File: src/rtl/srl_pkg.sv
// Constants, encodings and state type for the redriver link control.
// Assumes a single 200 MHz system clock and three-level pins pre-coded
// into two-bit codes by the pad ring.
package srl_pkg;

	// ----------------------------------------------------------------
	// Three-level pin codes
	// ----------------------------------------------------------------
	localparam logic [1:0] PIN_LOW  = 2'h0;
	localparam logic [1:0] PIN_HIGH = 2'h1;
	localparam logic [1:0] PIN_MID  = 2'h2;

	// ----------------------------------------------------------------
	// Setting encodings
	// ----------------------------------------------------------------
	localparam logic [1:0] SW_1105 = 2'h0;
	localparam logic [1:0] SW_1241 = 2'h1;
	localparam logic [1:0] SW_1324 = 2'h2;
	localparam logic [1:0] EQ_0DB  = 2'h0;
	localparam logic [1:0] EQ_7DB  = 2'h1;
	localparam logic [1:0] EQ_15DB = 2'h2;
	localparam logic [2:0] DE_0DB   = 3'h0;
	localparam logic [2:0] DE_M2DB  = 3'h1;
	localparam logic [2:0] DE_M3DB  = 3'h2;
	localparam logic [2:0] DE_M4DB  = 3'h3;
	localparam logic [2:0] DE_M5DB  = 3'h4;
	localparam logic [2:0] DE_M56DB = 3'h5;

	// ----------------------------------------------------------------
	// Timing
	// ----------------------------------------------------------------
	localparam int CLK_NS      = 5;
	localparam int T_DIS_NS    = 2000;
	localparam int T_ENB_NS    = 100000;
	localparam int T_RETRY_MS  = 12;
	localparam int T_POLL_MS   = 12;
	localparam int T_DET_NS    = 1000;
	localparam int T_UIDLE_NS  = 10000;
	localparam int DIS_CYC     = T_DIS_NS / CLK_NS;
	localparam int WAKE_CYC    = T_ENB_NS / CLK_NS;
	localparam int RETRY_CYC   = T_RETRY_MS * 1000000 / CLK_NS;
	localparam int POLL_CYC    = T_POLL_MS * 1000000 / CLK_NS;
	localparam int DET_CYC     = (T_DET_NS + CLK_NS - 1) / CLK_NS;
	localparam int UIDLE_CYC   = (T_UIDLE_NS + CLK_NS - 1) / CLK_NS;
	localparam int CNT_W       = 22;

	// ----------------------------------------------------------------
	// Synchroniser bit map
	// ----------------------------------------------------------------
	localparam int SY_W    = 20;
	localparam int SY_EN   = 0;
	localparam int SY_SPKG = 1;
	localparam int SY_DET1 = 2;
	localparam int SY_DET2 = 3;
	localparam int SY_ACT1 = 4;
	localparam int SY_ACT2 = 5;
	localparam int SY_IDL1 = 6;
	localparam int SY_IDL2 = 7;
	localparam int SY_PINS = 8;
	localparam logic [SY_W-1:0] SY_RST = 20'h00001;
	localparam logic [SY_W-1:0] SY_PIN_RST = 20'haaa00;

	// ----------------------------------------------------------------
	// Link state
	// ----------------------------------------------------------------
	typedef enum logic [2:0] {
		ST_SLEEP  = 3'h0,
		ST_WAKE   = 3'h1,
		ST_DETECT = 3'h3,
		ST_ACTIVE = 3'h2,
		ST_LOWPWR = 3'h6,
		ST_LPDET  = 3'h7,
		ST_RETRY  = 3'h5
	} srl_state_t;

endpackage

File: src/rtl/srl_decode.sv
// Per-channel lookup of swing, boost and de-emphasis from pin codes.
// Assumes synchronised two-bit codes; any unknown code counts as mid.
`timescale 1ns/100ps
module srl_decode
	import srl_pkg::*;
(
	// Clock and reset
	input  wire logic       sys_clk_i,
	input  wire logic       arst_n_i,
	input  wire logic       clk_en_i,
	// Pin codes
	input  wire logic [1:0] swing_pin_i,
	input  wire logic [1:0] boost_pin_i,
	input  wire logic [1:0] deemph_pin_i,
	input  wire logic       swing_nc_i,
	// Settings
	output logic      [1:0] swing_o,
	output logic      [1:0] boost_o,
	output logic      [2:0] deemph_o
);

	logic [1:0] swing_r;
	logic [1:0] swing_nxt;
	logic [1:0] boost_r;
	logic [1:0] boost_nxt;
	logic [2:0] deemph_r;
	logic [2:0] deemph_nxt;
	logic [1:0] sw_lvl;

	// Folds the spare code onto mid level
	function automatic logic [1:0] lvl(input logic [1:0] code);
		lvl = (code == PIN_LOW || code == PIN_HIGH) ? code : PIN_MID;
	endfunction

	// Lookup of the held codes
	always_comb
	begin
		sw_lvl = swing_nc_i ? PIN_MID : lvl(swing_pin_i);
		case (sw_lvl)
			PIN_LOW:  swing_nxt = SW_1105;
			PIN_HIGH: swing_nxt = SW_1324;
			default:  swing_nxt = SW_1241;
		endcase
		case (lvl(boost_pin_i))
			PIN_LOW:  boost_nxt = EQ_7DB;
			PIN_HIGH: boost_nxt = EQ_15DB;
			default:  boost_nxt = EQ_0DB;
		endcase
		deemph_nxt = DE_0DB;
		if (lvl(deemph_pin_i) == PIN_LOW)
		begin
			case (sw_lvl)
				PIN_LOW:  deemph_nxt = DE_M2DB;
				PIN_HIGH: deemph_nxt = DE_M4DB;
				default:  deemph_nxt = DE_M3DB;
			endcase
		end
		else if (lvl(deemph_pin_i) == PIN_HIGH)
		begin
			case (sw_lvl)
				PIN_LOW:  deemph_nxt = DE_M4DB;
				PIN_HIGH: deemph_nxt = DE_M56DB;
				default:  deemph_nxt = DE_M5DB;
			endcase
		end
		if (!clk_en_i)
		begin
			swing_nxt  = swing_r;
			boost_nxt  = boost_r;
			deemph_nxt = deemph_r;
		end
	end

	// Settings register, reset to the floating defaults
	always_ff @(posedge sys_clk_i or negedge arst_n_i)
	begin
		if (!arst_n_i)
		begin
			swing_r  <= SW_1241;
			boost_r  <= EQ_0DB;
			deemph_r <= DE_0DB;
		end
		else
		begin
			swing_r  <= swing_nxt;
			boost_r  <= boost_nxt;
			deemph_r <= deemph_nxt;
		end
	end

	assign swing_o  = swing_r;
	assign boost_o  = boost_r;
	assign deemph_o = deemph_r;

endmodule

File: src/rtl/srl_link_ctrl.sv
// Link power control for a two-channel SuperSpeed redriver.
// Assumes analog front-end flags and all pins are asynchronous; they
// are synchronised here. Channel 1 faces the controller input side.
//
// Summary of operation
// - Enable low, or low at power-up, puts the device to sleep.
// - Enable defaults high (normal operation) when unconnected.
// - Sleep holds all terminations high impedance, operation stopped.
// - Sleep entry within 2 us; sleep exit to detect within 100 us.
// - Swing pin picks 1241 (mid), 1105 (low) or 1324 (high) mVpp.
// - Boost pin picks 0 dB (mid), 7 dB (low) or 15 dB (high).
// - De-emphasis decoded jointly from de-emphasis and swing pins.
// - Setting pins are three-level; floating or half supply is mid.
// - Small package: channel 2 swing always decodes as mid.
// - Link break or no receiver: detect mode, input terms high-Z.
// - Detect mode returns to normal by itself on reconnection.
// - Timers track U2/U3 entry; selected circuits off while idle.
// - LFPS activity in U2/U3 returns the link to active.
// - Power-up or enable toggle runs detection, input terms off.
// - Both receivers found: terminations switch to nominal.
// - Detection failed: transmitter high-Z, channel low power.
// - Failed detection retries every 12 ms until found or sleep.
// - U2/U3 periodic detection keeps input termination enabled.
// - U2/U3 detection: found returns low power, else redetect.
// - Input below LFPS threshold idles output; above resumes it.
`timescale 1ns/100ps
module srl_link_ctrl
	import srl_pkg::*;
#(
	parameter int P_WAKE_CYC  = WAKE_CYC,
	parameter int P_RETRY_CYC = RETRY_CYC,
	parameter int P_POLL_CYC  = POLL_CYC
)
(
	// Clock and reset
	input  wire logic       sys_clk_i,
	input  wire logic       arst_n_i,
	input  wire logic       clk_en_i,
	// Device control pins
	input  wire logic       enable_i,
	input  wire logic       small_pkg_i,
	// Three-level setting pins, two-bit codes
	input  wire logic [1:0] swing_select_ch1_i,
	input  wire logic [1:0] swing_select_ch2_i,
	input  wire logic [1:0] boost_select_ch1_i,
	input  wire logic [1:0] boost_select_ch2_i,
	input  wire logic [1:0] deemph_select_ch1_i,
	input  wire logic [1:0] deemph_select_ch2_i,
	// Analog front-end flags
	input  wire logic       far_term_ch1_i,
	input  wire logic       far_term_ch2_i,
	input  wire logic       lfps_act_ch1_i,
	input  wire logic       lfps_act_ch2_i,
	input  wire logic       rx_idle_ch1_i,
	input  wire logic       rx_idle_ch2_i,
	// Power and termination controls
	output logic            sleep_o,
	output logic            pwr_down_o,
	output logic            low_pwr_o,
	output logic            rx_term_en_o,
	output logic            tx_term_en_o,
	output logic            det_req_o,
	output logic            tx_idle_ch1_o,
	output logic            tx_idle_ch2_o,
	// Decoded settings
	output logic      [1:0] swing_ch1_o,
	output logic      [1:0] swing_ch2_o,
	output logic      [1:0] boost_ch1_o,
	output logic      [1:0] boost_ch2_o,
	output logic      [2:0] deemph_ch1_o,
	output logic      [2:0] deemph_ch2_o
);

	// ----------------------------------------------------------------
	// Declarations
	// ----------------------------------------------------------------
	logic [SY_W-1:0]  sy;
	logic             en_s;
	logic             found;
	logic             act;
	logic             both_idle;
	srl_state_t       state_r;
	srl_state_t       state_nxt;
	logic [CNT_W-1:0] cnt_r;
	logic [CNT_W-1:0] cnt_nxt;
	logic             sleep_r;
	logic             sleep_nxt;
	logic             pdn_r;
	logic             pdn_nxt;
	logic             lpw_r;
	logic             lpw_nxt;
	logic             rxt_r;
	logic             rxt_nxt;
	logic             txt_r;
	logic             txt_nxt;
	logic             det_r;
	logic             det_nxt;
	logic             idl1_r;
	logic             idl1_nxt;
	logic             idl2_r;
	logic             idl2_nxt;

	// Timer limit reached
	function automatic logic hit(input logic [CNT_W-1:0] c,
		input int lim);
		hit = (c >= CNT_W'(lim - 1));
	endfunction

	// ----------------------------------------------------------------
	// Input synchronisation
	// ----------------------------------------------------------------
	// Enable resets high, as if pulled up while unconnected
	srl_sync u_sync (
		.sys_clk_i (sys_clk_i),
		.arst_n_i  (arst_n_i),
		.clk_en_i  (clk_en_i),
		.async_i   ({deemph_select_ch2_i, boost_select_ch2_i,
			swing_select_ch2_i, deemph_select_ch1_i,
			boost_select_ch1_i, swing_select_ch1_i,
			rx_idle_ch2_i, rx_idle_ch1_i,
			lfps_act_ch2_i, lfps_act_ch1_i,
			far_term_ch2_i, far_term_ch1_i,
			small_pkg_i, enable_i}),
		.sync_o    (sy)
	);

	// Synchronised flags
	assign en_s      = sy[SY_EN];
	assign found     = sy[SY_DET1] & sy[SY_DET2];
	assign act       = sy[SY_ACT1] | sy[SY_ACT2];
	assign both_idle = idl1_r & idl2_r;

	// ----------------------------------------------------------------
	// Setting decode
	// ----------------------------------------------------------------
	// Channel 1 settings
	srl_decode u_dec1 (
		.sys_clk_i    (sys_clk_i),
		.arst_n_i     (arst_n_i),
		.clk_en_i     (clk_en_i),
		.swing_pin_i  (sy[SY_PINS+1:SY_PINS]),
		.boost_pin_i  (sy[SY_PINS+3:SY_PINS+2]),
		.deemph_pin_i (sy[SY_PINS+5:SY_PINS+4]),
		.swing_nc_i   (1'b0),
		.swing_o      (swing_ch1_o),
		.boost_o      (boost_ch1_o),
		.deemph_o     (deemph_ch1_o)
	);

	// Channel 2 settings; swing pin unbonded in the small package
	srl_decode u_dec2 (
		.sys_clk_i    (sys_clk_i),
		.arst_n_i     (arst_n_i),
		.clk_en_i     (clk_en_i),
		.swing_pin_i  (sy[SY_PINS+7:SY_PINS+6]),
		.boost_pin_i  (sy[SY_PINS+9:SY_PINS+8]),
		.deemph_pin_i (sy[SY_PINS+11:SY_PINS+10]),
		.swing_nc_i   (sy[SY_SPKG]),
		.swing_o      (swing_ch2_o),
		.boost_o      (boost_ch2_o),
		.deemph_o     (deemph_ch2_o)
	);

	// ----------------------------------------------------------------
	// Link state machine
	// ----------------------------------------------------------------
	// Next state and timer
	always_comb
	begin
		state_nxt = state_r;
		case (state_r)
			ST_SLEEP:
				if (en_s)
					state_nxt = ST_WAKE;
			ST_WAKE:
				if (hit(cnt_r, P_WAKE_CYC))
					state_nxt = ST_DETECT;
			ST_DETECT:
				if (hit(cnt_r, DET_CYC))
					state_nxt = found ? ST_ACTIVE : ST_RETRY;
			ST_RETRY:
				if (hit(cnt_r, P_RETRY_CYC))
					state_nxt = ST_DETECT;
			ST_ACTIVE:
				if (both_idle && hit(cnt_r, UIDLE_CYC))
					state_nxt = ST_LOWPWR;
			ST_LOWPWR:
				if (act)
					state_nxt = ST_ACTIVE;
				else if (hit(cnt_r, P_POLL_CYC))
					state_nxt = ST_LPDET;
			ST_LPDET:
				if (hit(cnt_r, DET_CYC))
					state_nxt = found ? ST_LOWPWR : ST_DETECT;
			default:
				state_nxt = ST_SLEEP;
		endcase
		if (!en_s)
			state_nxt = ST_SLEEP;
		if (state_nxt != state_r
			|| (state_r == ST_ACTIVE && !both_idle))
			cnt_nxt = '0;
		else if (hit(cnt_r, RETRY_CYC + 1))
			cnt_nxt = cnt_r;
		else
			cnt_nxt = cnt_r + CNT_W'(1);
		if (!clk_en_i)
		begin
			state_nxt = state_r;
			cnt_nxt   = cnt_r;
		end
	end

	// State registers; reset lands in sleep until enable is seen
	always_ff @(posedge sys_clk_i or negedge arst_n_i)
	begin
		if (!arst_n_i)
		begin
			state_r <= ST_SLEEP;
			cnt_r   <= '0;
		end
		else
		begin
			state_r <= state_nxt;
			cnt_r   <= cnt_nxt;
		end
	end

	// ----------------------------------------------------------------
	// Power, termination and idle controls
	// ----------------------------------------------------------------
	// Controls follow the next state so they align with state_r
	always_comb
	begin
		sleep_nxt = (state_nxt == ST_SLEEP);
		pdn_nxt   = (state_nxt == ST_SLEEP || state_nxt == ST_WAKE
			|| state_nxt == ST_DETECT
			|| state_nxt == ST_RETRY);
		lpw_nxt   = (state_nxt == ST_LOWPWR
			|| state_nxt == ST_LPDET);
		rxt_nxt   = (state_nxt == ST_ACTIVE
			|| state_nxt == ST_LOWPWR
			|| state_nxt == ST_LPDET);
		txt_nxt   = rxt_nxt;
		det_nxt   = (state_nxt == ST_DETECT
			|| state_nxt == ST_LPDET);
		// Idle hysteresis: set below threshold, clear above
		idl1_nxt  = sy[SY_IDL1] ? 1'b1 :
			(sy[SY_ACT1] ? 1'b0 : idl1_r);
		idl2_nxt  = sy[SY_IDL2] ? 1'b1 :
			(sy[SY_ACT2] ? 1'b0 : idl2_r);
		if (!clk_en_i)
		begin
			sleep_nxt = sleep_r;
			pdn_nxt   = pdn_r;
			lpw_nxt   = lpw_r;
			rxt_nxt   = rxt_r;
			txt_nxt   = txt_r;
			det_nxt   = det_r;
			idl1_nxt  = idl1_r;
			idl2_nxt  = idl2_r;
		end
	end

	// Control registers, safe low-power values at reset
	always_ff @(posedge sys_clk_i or negedge arst_n_i)
	begin
		if (!arst_n_i)
		begin
			sleep_r <= 1'b1;
			pdn_r   <= 1'b1;
			lpw_r   <= 1'b0;
			rxt_r   <= 1'b0;
			txt_r   <= 1'b0;
			det_r   <= 1'b0;
			idl1_r  <= 1'b1;
			idl2_r  <= 1'b1;
		end
		else
		begin
			sleep_r <= sleep_nxt;
			pdn_r   <= pdn_nxt;
			lpw_r   <= lpw_nxt;
			rxt_r   <= rxt_nxt;
			txt_r   <= txt_nxt;
			det_r   <= det_nxt;
			idl1_r  <= idl1_nxt;
			idl2_r  <= idl2_nxt;
		end
	end

	assign sleep_o       = sleep_r;
	assign pwr_down_o    = pdn_r;
	assign low_pwr_o     = lpw_r;
	assign rx_term_en_o  = rxt_r;
	assign tx_term_en_o  = txt_r;
	assign det_req_o     = det_r;
	assign tx_idle_ch1_o = idl1_r;
	assign tx_idle_ch2_o = idl2_r;

	// ----------------------------------------------------------------
	// Assertions
	// ----------------------------------------------------------------
	localparam int A_DIS = 3;
endmodule

File: src/rtl/srl_sync.sv
// Two-flop synchroniser bank for pins and analog flags.
// Assumes inputs are asynchronous to sys_clk_i.
`timescale 1ns/100ps
module srl_sync
	import srl_pkg::*;
(
	// Clock and reset
	input  wire logic            sys_clk_i,
	input  wire logic            arst_n_i,
	input  wire logic            clk_en_i,
	// Data
	input  wire logic [SY_W-1:0] async_i,
	output logic      [SY_W-1:0] sync_o
);

	logic [SY_W-1:0] meta_r;
	logic [SY_W-1:0] meta_nxt;
	logic [SY_W-1:0] sync_r;
	logic [SY_W-1:0] sync_nxt;

	// Hold while the clock enable is low
	always_comb
	begin
		meta_nxt = clk_en_i ? async_i : meta_r;
		sync_nxt = clk_en_i ? meta_r : sync_r;
	end

	// Reset values put enable high and setting pins at mid level
	always_ff @(posedge sys_clk_i or negedge arst_n_i)
	begin
		if (!arst_n_i)
		begin
			meta_r <= SY_RST | SY_PIN_RST;
			sync_r <= SY_RST | SY_PIN_RST;
		end
		else
		begin
			meta_r <= meta_nxt;
			sync_r <= sync_nxt;
		end
	end

	assign sync_o = sync_r;

endmodule

File: config.mk
export PLATFORM = sky130hd
export DESIGN_NAME = srl_link_ctrl
export DESIGN_NICKNAME = d
export VERILOG_FILES = /design/src/rtl/srl_pkg.sv /design/src/rtl/srl_decode.sv /design/src/rtl/srl_link_ctrl.sv /design/src/rtl/srl_sync.sv
export SDC_FILE = /design/constraint.sdc
export NUM_CORES = 1
export LEC_CHECK = 0
export BUFFER_PORTS_ARGS = -buffer_cell sky130_fd_sc_hd__buf_2
export CAP_MARGIN = 20
export CELL_PAD_IN_SITES_DETAIL_PLACEMENT = 1
export CELL_PAD_IN_SITES_GLOBAL_PLACEMENT = 1
export CORE_MARGIN = 3
export CORE_UTILIZATION = 42
export DETAILED_ROUTE_END_ITERATION = 8
export PLACE_DENSITY = 0.75
export SYNTH_ARGS = -nofsm -noshare
export SYNTH_HDL_FRONTEND = slang
export SYNTH_SLANG_ARGS = --single-unit
File: constraint.sdc
create_clock -name sys_clk_i -period 3.3 [get_ports sys_clk_i]
set_input_delay 0.99 -clock sys_clk_i [delete_from_list [all_inputs] [get_ports sys_clk_i]]
set_output_delay 0.99 -clock sys_clk_i [all_outputs]
set_load 0.01 [all_outputs]
# Yosys cells after proc, flatten, opt, wreduce, memory -nomap -nowiden
# Cells that the tools add are included.
# W data, S select, Z words.
dict set report totals {
  regBits 86
  output_inout_bits 22
  elab_cells 125
  inputBits 23
}
dict set report op_classes {
  n_lt_le_gt_ge 5
  reduce_logical 36
  addsub 1
  mux 37
  n_eq_ne 26
  bitwise 3
}
# op n
set ops {}
lappend ops {{$mux W3} 15}
lappend ops {{$ge A22 B22 Y1 const B} 2}
lappend ops {{$mux W22} 2}
lappend ops {{$eq A2 B1 Y1 const B} 12}
lappend ops {{$logic_not A2 Y1} 12}
lappend ops {{$pmux W2 S2} 6}
lappend ops {{$add A22 B1 Y22 const B} 1}
lappend ops {{$ge A22 B11 Y1 const B} 1}
lappend ops {{$ge A22 B15 Y1 const B} 1}
lappend ops {{$ge A22 B8 Y1 const B} 1}
lappend ops {{$pmux W3 S7} 1}
lappend ops {{$eq A3 B3 Y1 const B} 6}
lappend ops {{$logic_or A1 B1 Y1} 14}
lappend ops {{$mux W2} 7}
lappend ops {{$eq A3 B2 Y1 const B} 4}
lappend ops {{$pmux W3 S2} 2}
lappend ops {{$eq A3 B1 Y1 const B} 2}
lappend ops {{$logic_not A3 Y1} 2}
lappend ops {{$reduce_and A2 Y1} 3}
lappend ops {{$mux W1} 4}
lappend ops {{$reduce_bool A2 Y1} 2}
lappend ops {{$ne A3 B3 Y1} 1}
lappend ops {{$and A1 B1 Y1} 2}
lappend ops {{$logic_and A1 B1 Y1} 2}
lappend ops {{3 further kinds} 3}

# Depth between registers and ports, before layout
# Gate-level depths: netlist (run 1).
dict set report depth {
  word_depth 10
  depth_mapped 10
  mapped_depth_nobuf 8
}

# Modules after synthesis
# A second synthesis (run 1) with hierarchy kept.
dict set report unflattened {
  cells_unflattened 401
  hier_area_um2 4356.7
}
# mod seq_area_each_um2 n_inst area_each_um2 cells_per_inst
set modules_own_cells {}
lappend modules_own_cells {srl_link_ctrl 805.8 1 2224.6 259}
lappend modules_own_cells {srl_sync 1018.5 1 1514.0 84}
lappend modules_own_cells {srl_decode 176.4 2 309.0 29}

# Least setup slack after synthesis (run 1)
# Ideal clock, no wire load.
dict set report synth_timing {
  path_kind {register to register}
  from {register cnt_r[0]}
  to {register cnt_r[13]}
  n_path_buf 1
  stages_incl_launch_ff 10
  t_required_ns 3.199
  synth_period_minus_slack_ns 2.539
  path_slack_ns 0.761
  setup_time_ns 0.101
  t_arrival_ns 2.439
  path_cell_list {dfrtp_1 -> ha_1 -> a2111oi_1 -> o31ai_1 -> a31oi_1 -> a32oi_1 -> a211oi_4 -> nand3_4 -> buf_6 -> o311ai_2}
}
dict set report synth_between {
  elab_chain_len 9
  elab_cells_between_ends 22
  cone_classes {1 x add/sub; 5 x order compare; 2 x eq/ne; 11 x mux; 3 x reduce/logical}
}
# item line_no
set synth_rtl {}
lappend synth_rtl {{from (decl)} srl_link_ctrl.sv:84} ;# logic [CNT_W-1:0] cnt_r;
lappend synth_rtl {{from (signal assigned)} srl_link_ctrl.sv:225} ;# cnt_r <= cnt_nxt;
lappend synth_rtl {{$ge A22 B22 Y1 / $ge A22 B11 Y1 (equally long branches)} srl_link_ctrl.sv:106} ;# hit = (c >= CNT_W'(lim - 1));
lappend synth_rtl {{$mux W3 / $logic_and A1 B1 Y1 (equally long branches)} {srl_link_ctrl.sv:190, srl_link_ctrl.sv:185}}
lappend synth_rtl {{$mux W3, on equally long branches} {srl_link_ctrl.sv:188, srl_link_ctrl.sv:185}}
lappend synth_rtl {{$pmux W3 S7} srl_link_ctrl.sv:171} ;# case (state_r)
lappend synth_rtl {{$mux W3} srl_link_ctrl.sv:198} ;# if (!en_s)
lappend synth_rtl {{$ne A3 B3 Y1} srl_link_ctrl.sv:200} ;# if (state_nxt != state_r
lappend synth_rtl {{$logic_or A1 B1 Y1} srl_link_ctrl.sv:201} ;# || (state_r == ST_ACTIVE && !both_idle))
lappend synth_rtl {{$ne A2 B2 Y1 (no source line)} --}
lappend synth_rtl {{$reduce_and A2 Y1 (no source line)} --}
# Parallel ways exist; a longest one is shown, timed or not. The select of a mux whose other input is x is not followed.
# A chain may end at the register's enable or synchronous reset.

# Final worst setup path (run 1)
dict set report layout_timing {
  from {register cnt_r[0]}
  to {register cnt_r[3]}
}
# The elaborated chain is that of the path after synthesis.

==> metrics, run 1 <==
post-synth top area share 0.385; Site Rows 36; Die X 107 um; first-pass GRT wire length 17.4 mm; net count after synthesis 426; PortBufs 44; clk root buf clkbuf_8; initial antenna violation count 0; worst skew pair latency 0.36 ns; unrepaired setup endpoints after global routing false; Netlist cell types 57; GRT Util Overall 0.190; fraction of layout cells with a size suffix above 1 0.320; Hold Vio Cnt, Final 0; Setup violations, final 0; via density per instance 5.80; Seq cells post-synth 86; drt total wl 10.4 mm; EDFF count, synth 0; part of the power in the clock network 0.249; Synth Flop Type dfrtp_1; clk_skew 0.00950 ns; sequential share of power 0.491; DR vias 3330; area growth from synthesis to layout 12.5%; setup tns final 0 ns; largest net degree at the start of global routing 85; layout net count 461; Cells after Synth 401; Worst Setup Start Kind register; post-synthesis cell area 4290 sq um; synth warn 0; DIE HEIGHT 107 um; antenna cells 0; Final Critical Period 2.89 ns; antenna viol nets, final 0; Slew Limit Fails 0; Avg Synthesized Cell Area 10.7 sq um; Detail Placement HPWL 7.21 mm; share of flip-flops with an asynchronous set or reset 1.00; vias in the first global route 3428; Sw Ratio 0.356; Lkg Pwr 1.98 nW; status finished, final reports clean; H-tree lvl count 3; WL/cell 18.2 um; reg2reg setup slack 0.41 ns; gpl congestion 0.904; Setup crit end kind register; Die ar. 11500 sq um; Design Power 2.93 mW; Synth area leader dfrtp_1; core area 9860 sq um; CP Data Required Time 3.54 ns; Crit Path Class register to register; # hold bufs at CTS 0; HP Class input port to asynchronous set/reset pin; CTS tree done; top cells by area, synth dfrtp_1 38%, dfstp_2 12%, mux2_2 10%; Peak VDD IR 277 uV; Max Freq 347 MHz; Sw Pwr 1.04 mW; CTS buffer count 9; Max Fanout on Critical Path 13; clk slew on worst S/H paths 0.10 ns; initial cell density of the core 0.435; Slew HR 0.481; Post-CTS Setup Bufs 0; MaxCap Viol Count 0; Comb pwr share 0.260; drc violations 0; PostCTS Resize Cnt 0; PD cells 607 nW/um^2; I/O Pins 45; Tcrit/Tclk final 0.874; drt pass-1 iters 4; 1st-iter DRT viols 133; Sink Count 86; remaining global-route overflow 0; CP arrival 3.12 ns; Pint 1.89 mW; deepest clock path buffer count 2; register area share after synthesis 0.507; Worst-Margin Slew 0.771 ns
-- cells in the final DEF (no fill, tap or decap), drive strengths merged, types with 7 or more instances in the layout --
master,netlist,layout
dfrtp,66,66
buf,14,54
mux2,40,40
nand2,34,34
inv,21,23
nand4,21,21
dfstp,20,20
nand3,20,20
a31oi,17,17
o21ai,14,14
nor3,11,11
clkbuf,16,11
a21oi,11,11
nor2,8,8
o31ai,8,8
o22ai,8,8
nand3b,7,7
o311ai,7,7
-- cells in the mapped netlist (all sizes together), types with 11 or more instances --
cell type / number
nand2: 34
clkbuf: 16
o21ai: 14
buf: 14
inv: 21
dfrtp: 66
a21oi: 11
a31oi: 17
nand3: 20
nor3: 11
mux2: 40
nand4: 21
dfstp: 20
-- power by group through the flow --
stage	Sequential (mW)	Combinational, mW	Clock [mW]
global route	1.48	0.842	0.795
floorplan	1.37	0.595	0
detailed placement	1.46	0.760	0
finish	1.44	0.762	0.728
CTS	1.44	0.767	0.753
global placement	1.44	0.723	0
-- path summary, 6_finish.rpt --
path	from	end	cells past startpoint
max	cnt_r[0]	cnt_r[3]	8
min	arst_n_i	u_dec2.boost_o[0]	1
max reg2reg	cnt_r[0]	cnt_r[3]	8
min reg2reg	u_dec1.deemph_o[1]	u_dec1.deemph_o[1]	2
max in group asynchronous	arst_n_i	tx_idle_ch1_o	2
min in group sys_clk_i	u_dec1.deemph_o[1]	u_dec1.deemph_o[1]	2
-- area by class of cell --
type | instances | area (sq um)
Fill cell | 1091 | 5030
Sequential cell | 86 | 2180
Multi-Input combinational cell | 264 | 1900
Timing Repair Buffer | 54 | 318
Tap cell | 133 | 166
Clock buffer | 11 | 151
Inverter | 21 | 78.8
Clock inverter | 5 | 40.0
-- sequential cells by signal, summed over array words and instances (netlist names), 2 cells and up --
signal and count:
cnt_r 22, u_sync.meta_r 20, u_sync.sync_o 20, state_r 3
u_dec1.deemph_o 3, u_dec2.deemph_o 3, u_dec1.boost_o 2, u_dec1.swing_o 2
u_dec2.boost_o 2, u_dec2.swing_o 2
-- kinds of logic after synthesis --
logic type | Yosys count | share of synthesized area
compound gates | 95 | 0.167
xor+xnor | 2 | 0.00408
fa+ha+maj | 2 | 0.00583
buf+inv | 51 | 0.0510
flops | 86 | 0.507
mux | 40 | 0.105
simple gates | 125 | 0.160
-- through the flow --
step	instance area [sq um]	std cells	utilization	setup slack (ns)	hold WS (ns)
final	4830	574	0.490	0.414	0.417
after global placement	4620	557	0.469	0.586	0.464
after CTS	4810	573	0.488	0.387	0.393
after global routing	4830	574	0.490	0.0864	0.392
after floorplan	4290	401	-	0.761	0.451
after detailed placement	4620	557	0.469	0.470	0.466
-- layer usage --
layer	up-vias	routed length [um]	share of wire	track usage
met4	0	108	0.010	0.0548
met1	1696	4820	0.46	0.255
met2	51	5150	0.49	0.308
li1	1574	-	-	-
met3	9	348	0.033	0.0421
met5	-	0	0	0
-- critical path: stages, from the launching register on --
cell and delay (ns):
dfrtp_1 0.40, ha_1 0.28, a2111oi_1 0.53, o31ai_1 0.16, a31oi_1 0.25, a32oi_1 0.14, a211oi_4 0.34, nand3_4 0.24
o311ai_0 0.41
(Power assumes the default switching activity.)
==> run 2: changes to the inputs <==
PLACE_DENSITY = default   (was 0.75)
PLACE_DENSITY_LB_ADDON = 0.1   (was default)
==> run 2 against run 1 <==
Effect of this change: count of clock-buffer cells in the layout fell by 1; sequential power barely moved; wire length shrank 0.23%; worst setup slack gained 0.048 ns; worst hold slack better by 0.071 ns; largest power group unchanged.
==> metrics, run 2 (synthesis results as in run 1) <==
Tcrit/Tclk final 0.860 (was 0.874); CP Data Required Time 3.56 ns (was 3.54 ns); part of the power in the clock network 0.281 (was 0.249); CTS buffer count 9 (unchanged); Sink Count 86 (unchanged); Die X 107 um (unchanged); I/O Pins 45 (unchanged); CP arrival 3.10 ns (was 3.12 ns); Sw Ratio 0.339 (was 0.356); initial cell density of the core 0.435 (unchanged); clk slew on worst S/H paths 0.09 ns (was 0.10 ns); Worst-Margin Slew 0.657 ns (was 0.771 ns); area growth from synthesis to layout 13.5% (was 12.5%); antenna cells 0 (unchanged); drt total wl 10.4 mm (about the same); Peak VDD IR 402 uV (was 277 uV); Design Power 3.05 mW (was 2.93 mW); DIE HEIGHT 107 um (unchanged); vias in the first global route 3446 (was 3428); layout net count 463 (was 461); CTS tree done (unchanged); Sw Pwr 1.04 mW (about the same); clk root buf clkbuf_8 (unchanged); via density per instance 5.79 (was 5.80); PostCTS Resize Cnt 0 (unchanged); DR vias 3335 (was 3330); Final Critical Period 2.84 ns (was 2.89 ns); Worst Setup Start Kind register (unchanged); HP Class register to register (was input port to asynchronous set/reset pin); first-pass GRT wire length 17.7 mm (was 17.4 mm); drc violations 0 (unchanged); Slew HR 0.558 (was 0.481); GRT Util Overall 0.195 (was 0.190); Most flops, register cnt_r (unchanged); initial antenna violation count 0 (unchanged); most common cell after layout, fill and taps aside dfrtp_1 (unchanged); Crit Path Class register to register (unchanged); H-tree lvl count 3 (unchanged); Setup crit end kind register (unchanged); largest net degree at the start of global routing 54 (was 85); core area 9860 sq um (unchanged); drt pass-1 iters 5 (was 4); deepest clock path buffer count 2 (unchanged); most frequent cells in the layout 66 x dfrtp_1, 43 x buf_2, 40 x mux2_2 (unchanged); MaxCap Viol Count 0 (unchanged); Max Fanout on Critical Path 13 (unchanged); setup tns final 0 ns (unchanged); Die ar. 11500 sq um (unchanged); Lkg Pwr 2.00 nW (was 1.98 nW); Site Rows 36 (unchanged); Pint 2.02 mW (was 1.89 mW); max reg flops 22 (unchanged); WL/cell 18.1 um (was 18.2 um); hold depth 2; Comb pwr share 0.248 (was 0.260); filler cell count 1094 (was 1091); fraction of layout cells with a size suffix above 1 0.323 (was 0.320); status finished, final reports clean (unchanged); gpl congestion 0.833 (was 0.904); clk_skew 0.00504 ns (was 0.00950 ns); Max Freq 352 MHz (was 347 MHz); worst skew pair latency 0.37 ns (was 0.36 ns); Post-CTS Setup Bufs 0 (unchanged); Hold Vio Cnt, Final 0 (unchanged); Detail Placement HPWL 7.21 mm (about the same); # hold bufs at CTS 0 (unchanged); antenna viol nets, final 0 (unchanged); PD cells 626 nW/um^2 (was 607 nW/um^2); PortBufs 44 (unchanged); remaining global-route overflow 0 (unchanged); FF-to-FF path depth 8 (unchanged); 1st-iter DRT viols 204 (was 133); Slew Limit Fails 0 (unchanged); Setup violations, final 0 (unchanged); sequential share of power 0.471 (was 0.491); unrepaired setup endpoints after global routing false (unchanged)
## run 2: worst max-delay path: stages (launching register included)
cell and delay, ns:
dfrtp_1 0.39, ha_1 0.28, a2111oi_1 0.53, o31ai_1 0.14, a31oi_1 0.28, a32oi_1 0.14, a211oi_4 0.34, nand3_4 0.26
o311ai_0 0.36
## run 2: cell type report
| class | instances | area [sq um] | share of cell area |
|---|---|---|---|
| Tap cell | 133 | 166 | 0.0341 |
| Clock buffer | 10 | 138 | 0.0282 |
| Multi-Input combinational cell | 264 | 1900 | 0.389 |
| Inverter | 21 | 78.8 | 0.0162 |
| Sequential cell | 86 | 2180 | 0.446 |
| Timing Repair Buffer | 56 | 325 | 0.0667 |
| Clock inverter | 6 | 92.6 | 0.0190 |
## run 2: power groups by stage
stage | clock (mW) | sequential [mW] | combinational, mW
6_report | 0.859 | 1.44 | 0.756
5_1_grt | 0.936 | 1.47 | 0.839
4_1_cts | 0.890 | 1.44 | 0.765
3_5_place_dp | 0 | 1.46 | 0.761
3_3_place_gp | 0 | 1.45 | 0.735
2_1_floorplan | 0 | 1.37 | 0.595
## run 2: path summary, 6_finish.rpt
path	startpoint	to	slack [ns]
setup / recovery	cnt_r[0]	cnt_r[3]	0.46
hold / removal	u_dec1.boost_o[0]	u_dec1.boost_o[0]	0.49
setup reg to reg	cnt_r[0]	cnt_r[3]	0.46
hold reg to reg	u_dec1.boost_o[0]	u_dec1.boost_o[0]	0.49
max in group asynchronous	arst_n_i	tx_idle_ch1_o	2.06
min in group asynchronous	arst_n_i	u_dec2.boost_o[1]	0.56
## run 2: per-layer routing
layer | vias to the layer above | part of all wire | global-route usage
li1 | 1579 | - | -
met1 | 1686 | 0.47 | 0.262
met2 | 63 | 0.48 | 0.311
met3 | 7 | 0.040 | 0.0548
met4 | 0 | 0.0095 | 0.0502
met5 | - | 0 | 0
## run 2: per-stage QoR
stage / hold slack, ns / utilization / setup slack, ns / instances / instance area, sq um
3_3_place_gp: 0.461 / 0.471 / 0.542 / 560 / 4650
4_1_cts: 0.491 / 0.494 / 0.451 / 576 / 4880
6_report: 0.487 / 0.494 / 0.463 / 576 / 4880
5_1_grt: 0.521 / 0.494 / 0.202 / 576 / 4880
2_1_floorplan: 0.451 / - / 0.761 / 401 / 4290
3_5_place_dp: 0.471 / 0.471 / 0.451 / 560 / 4650
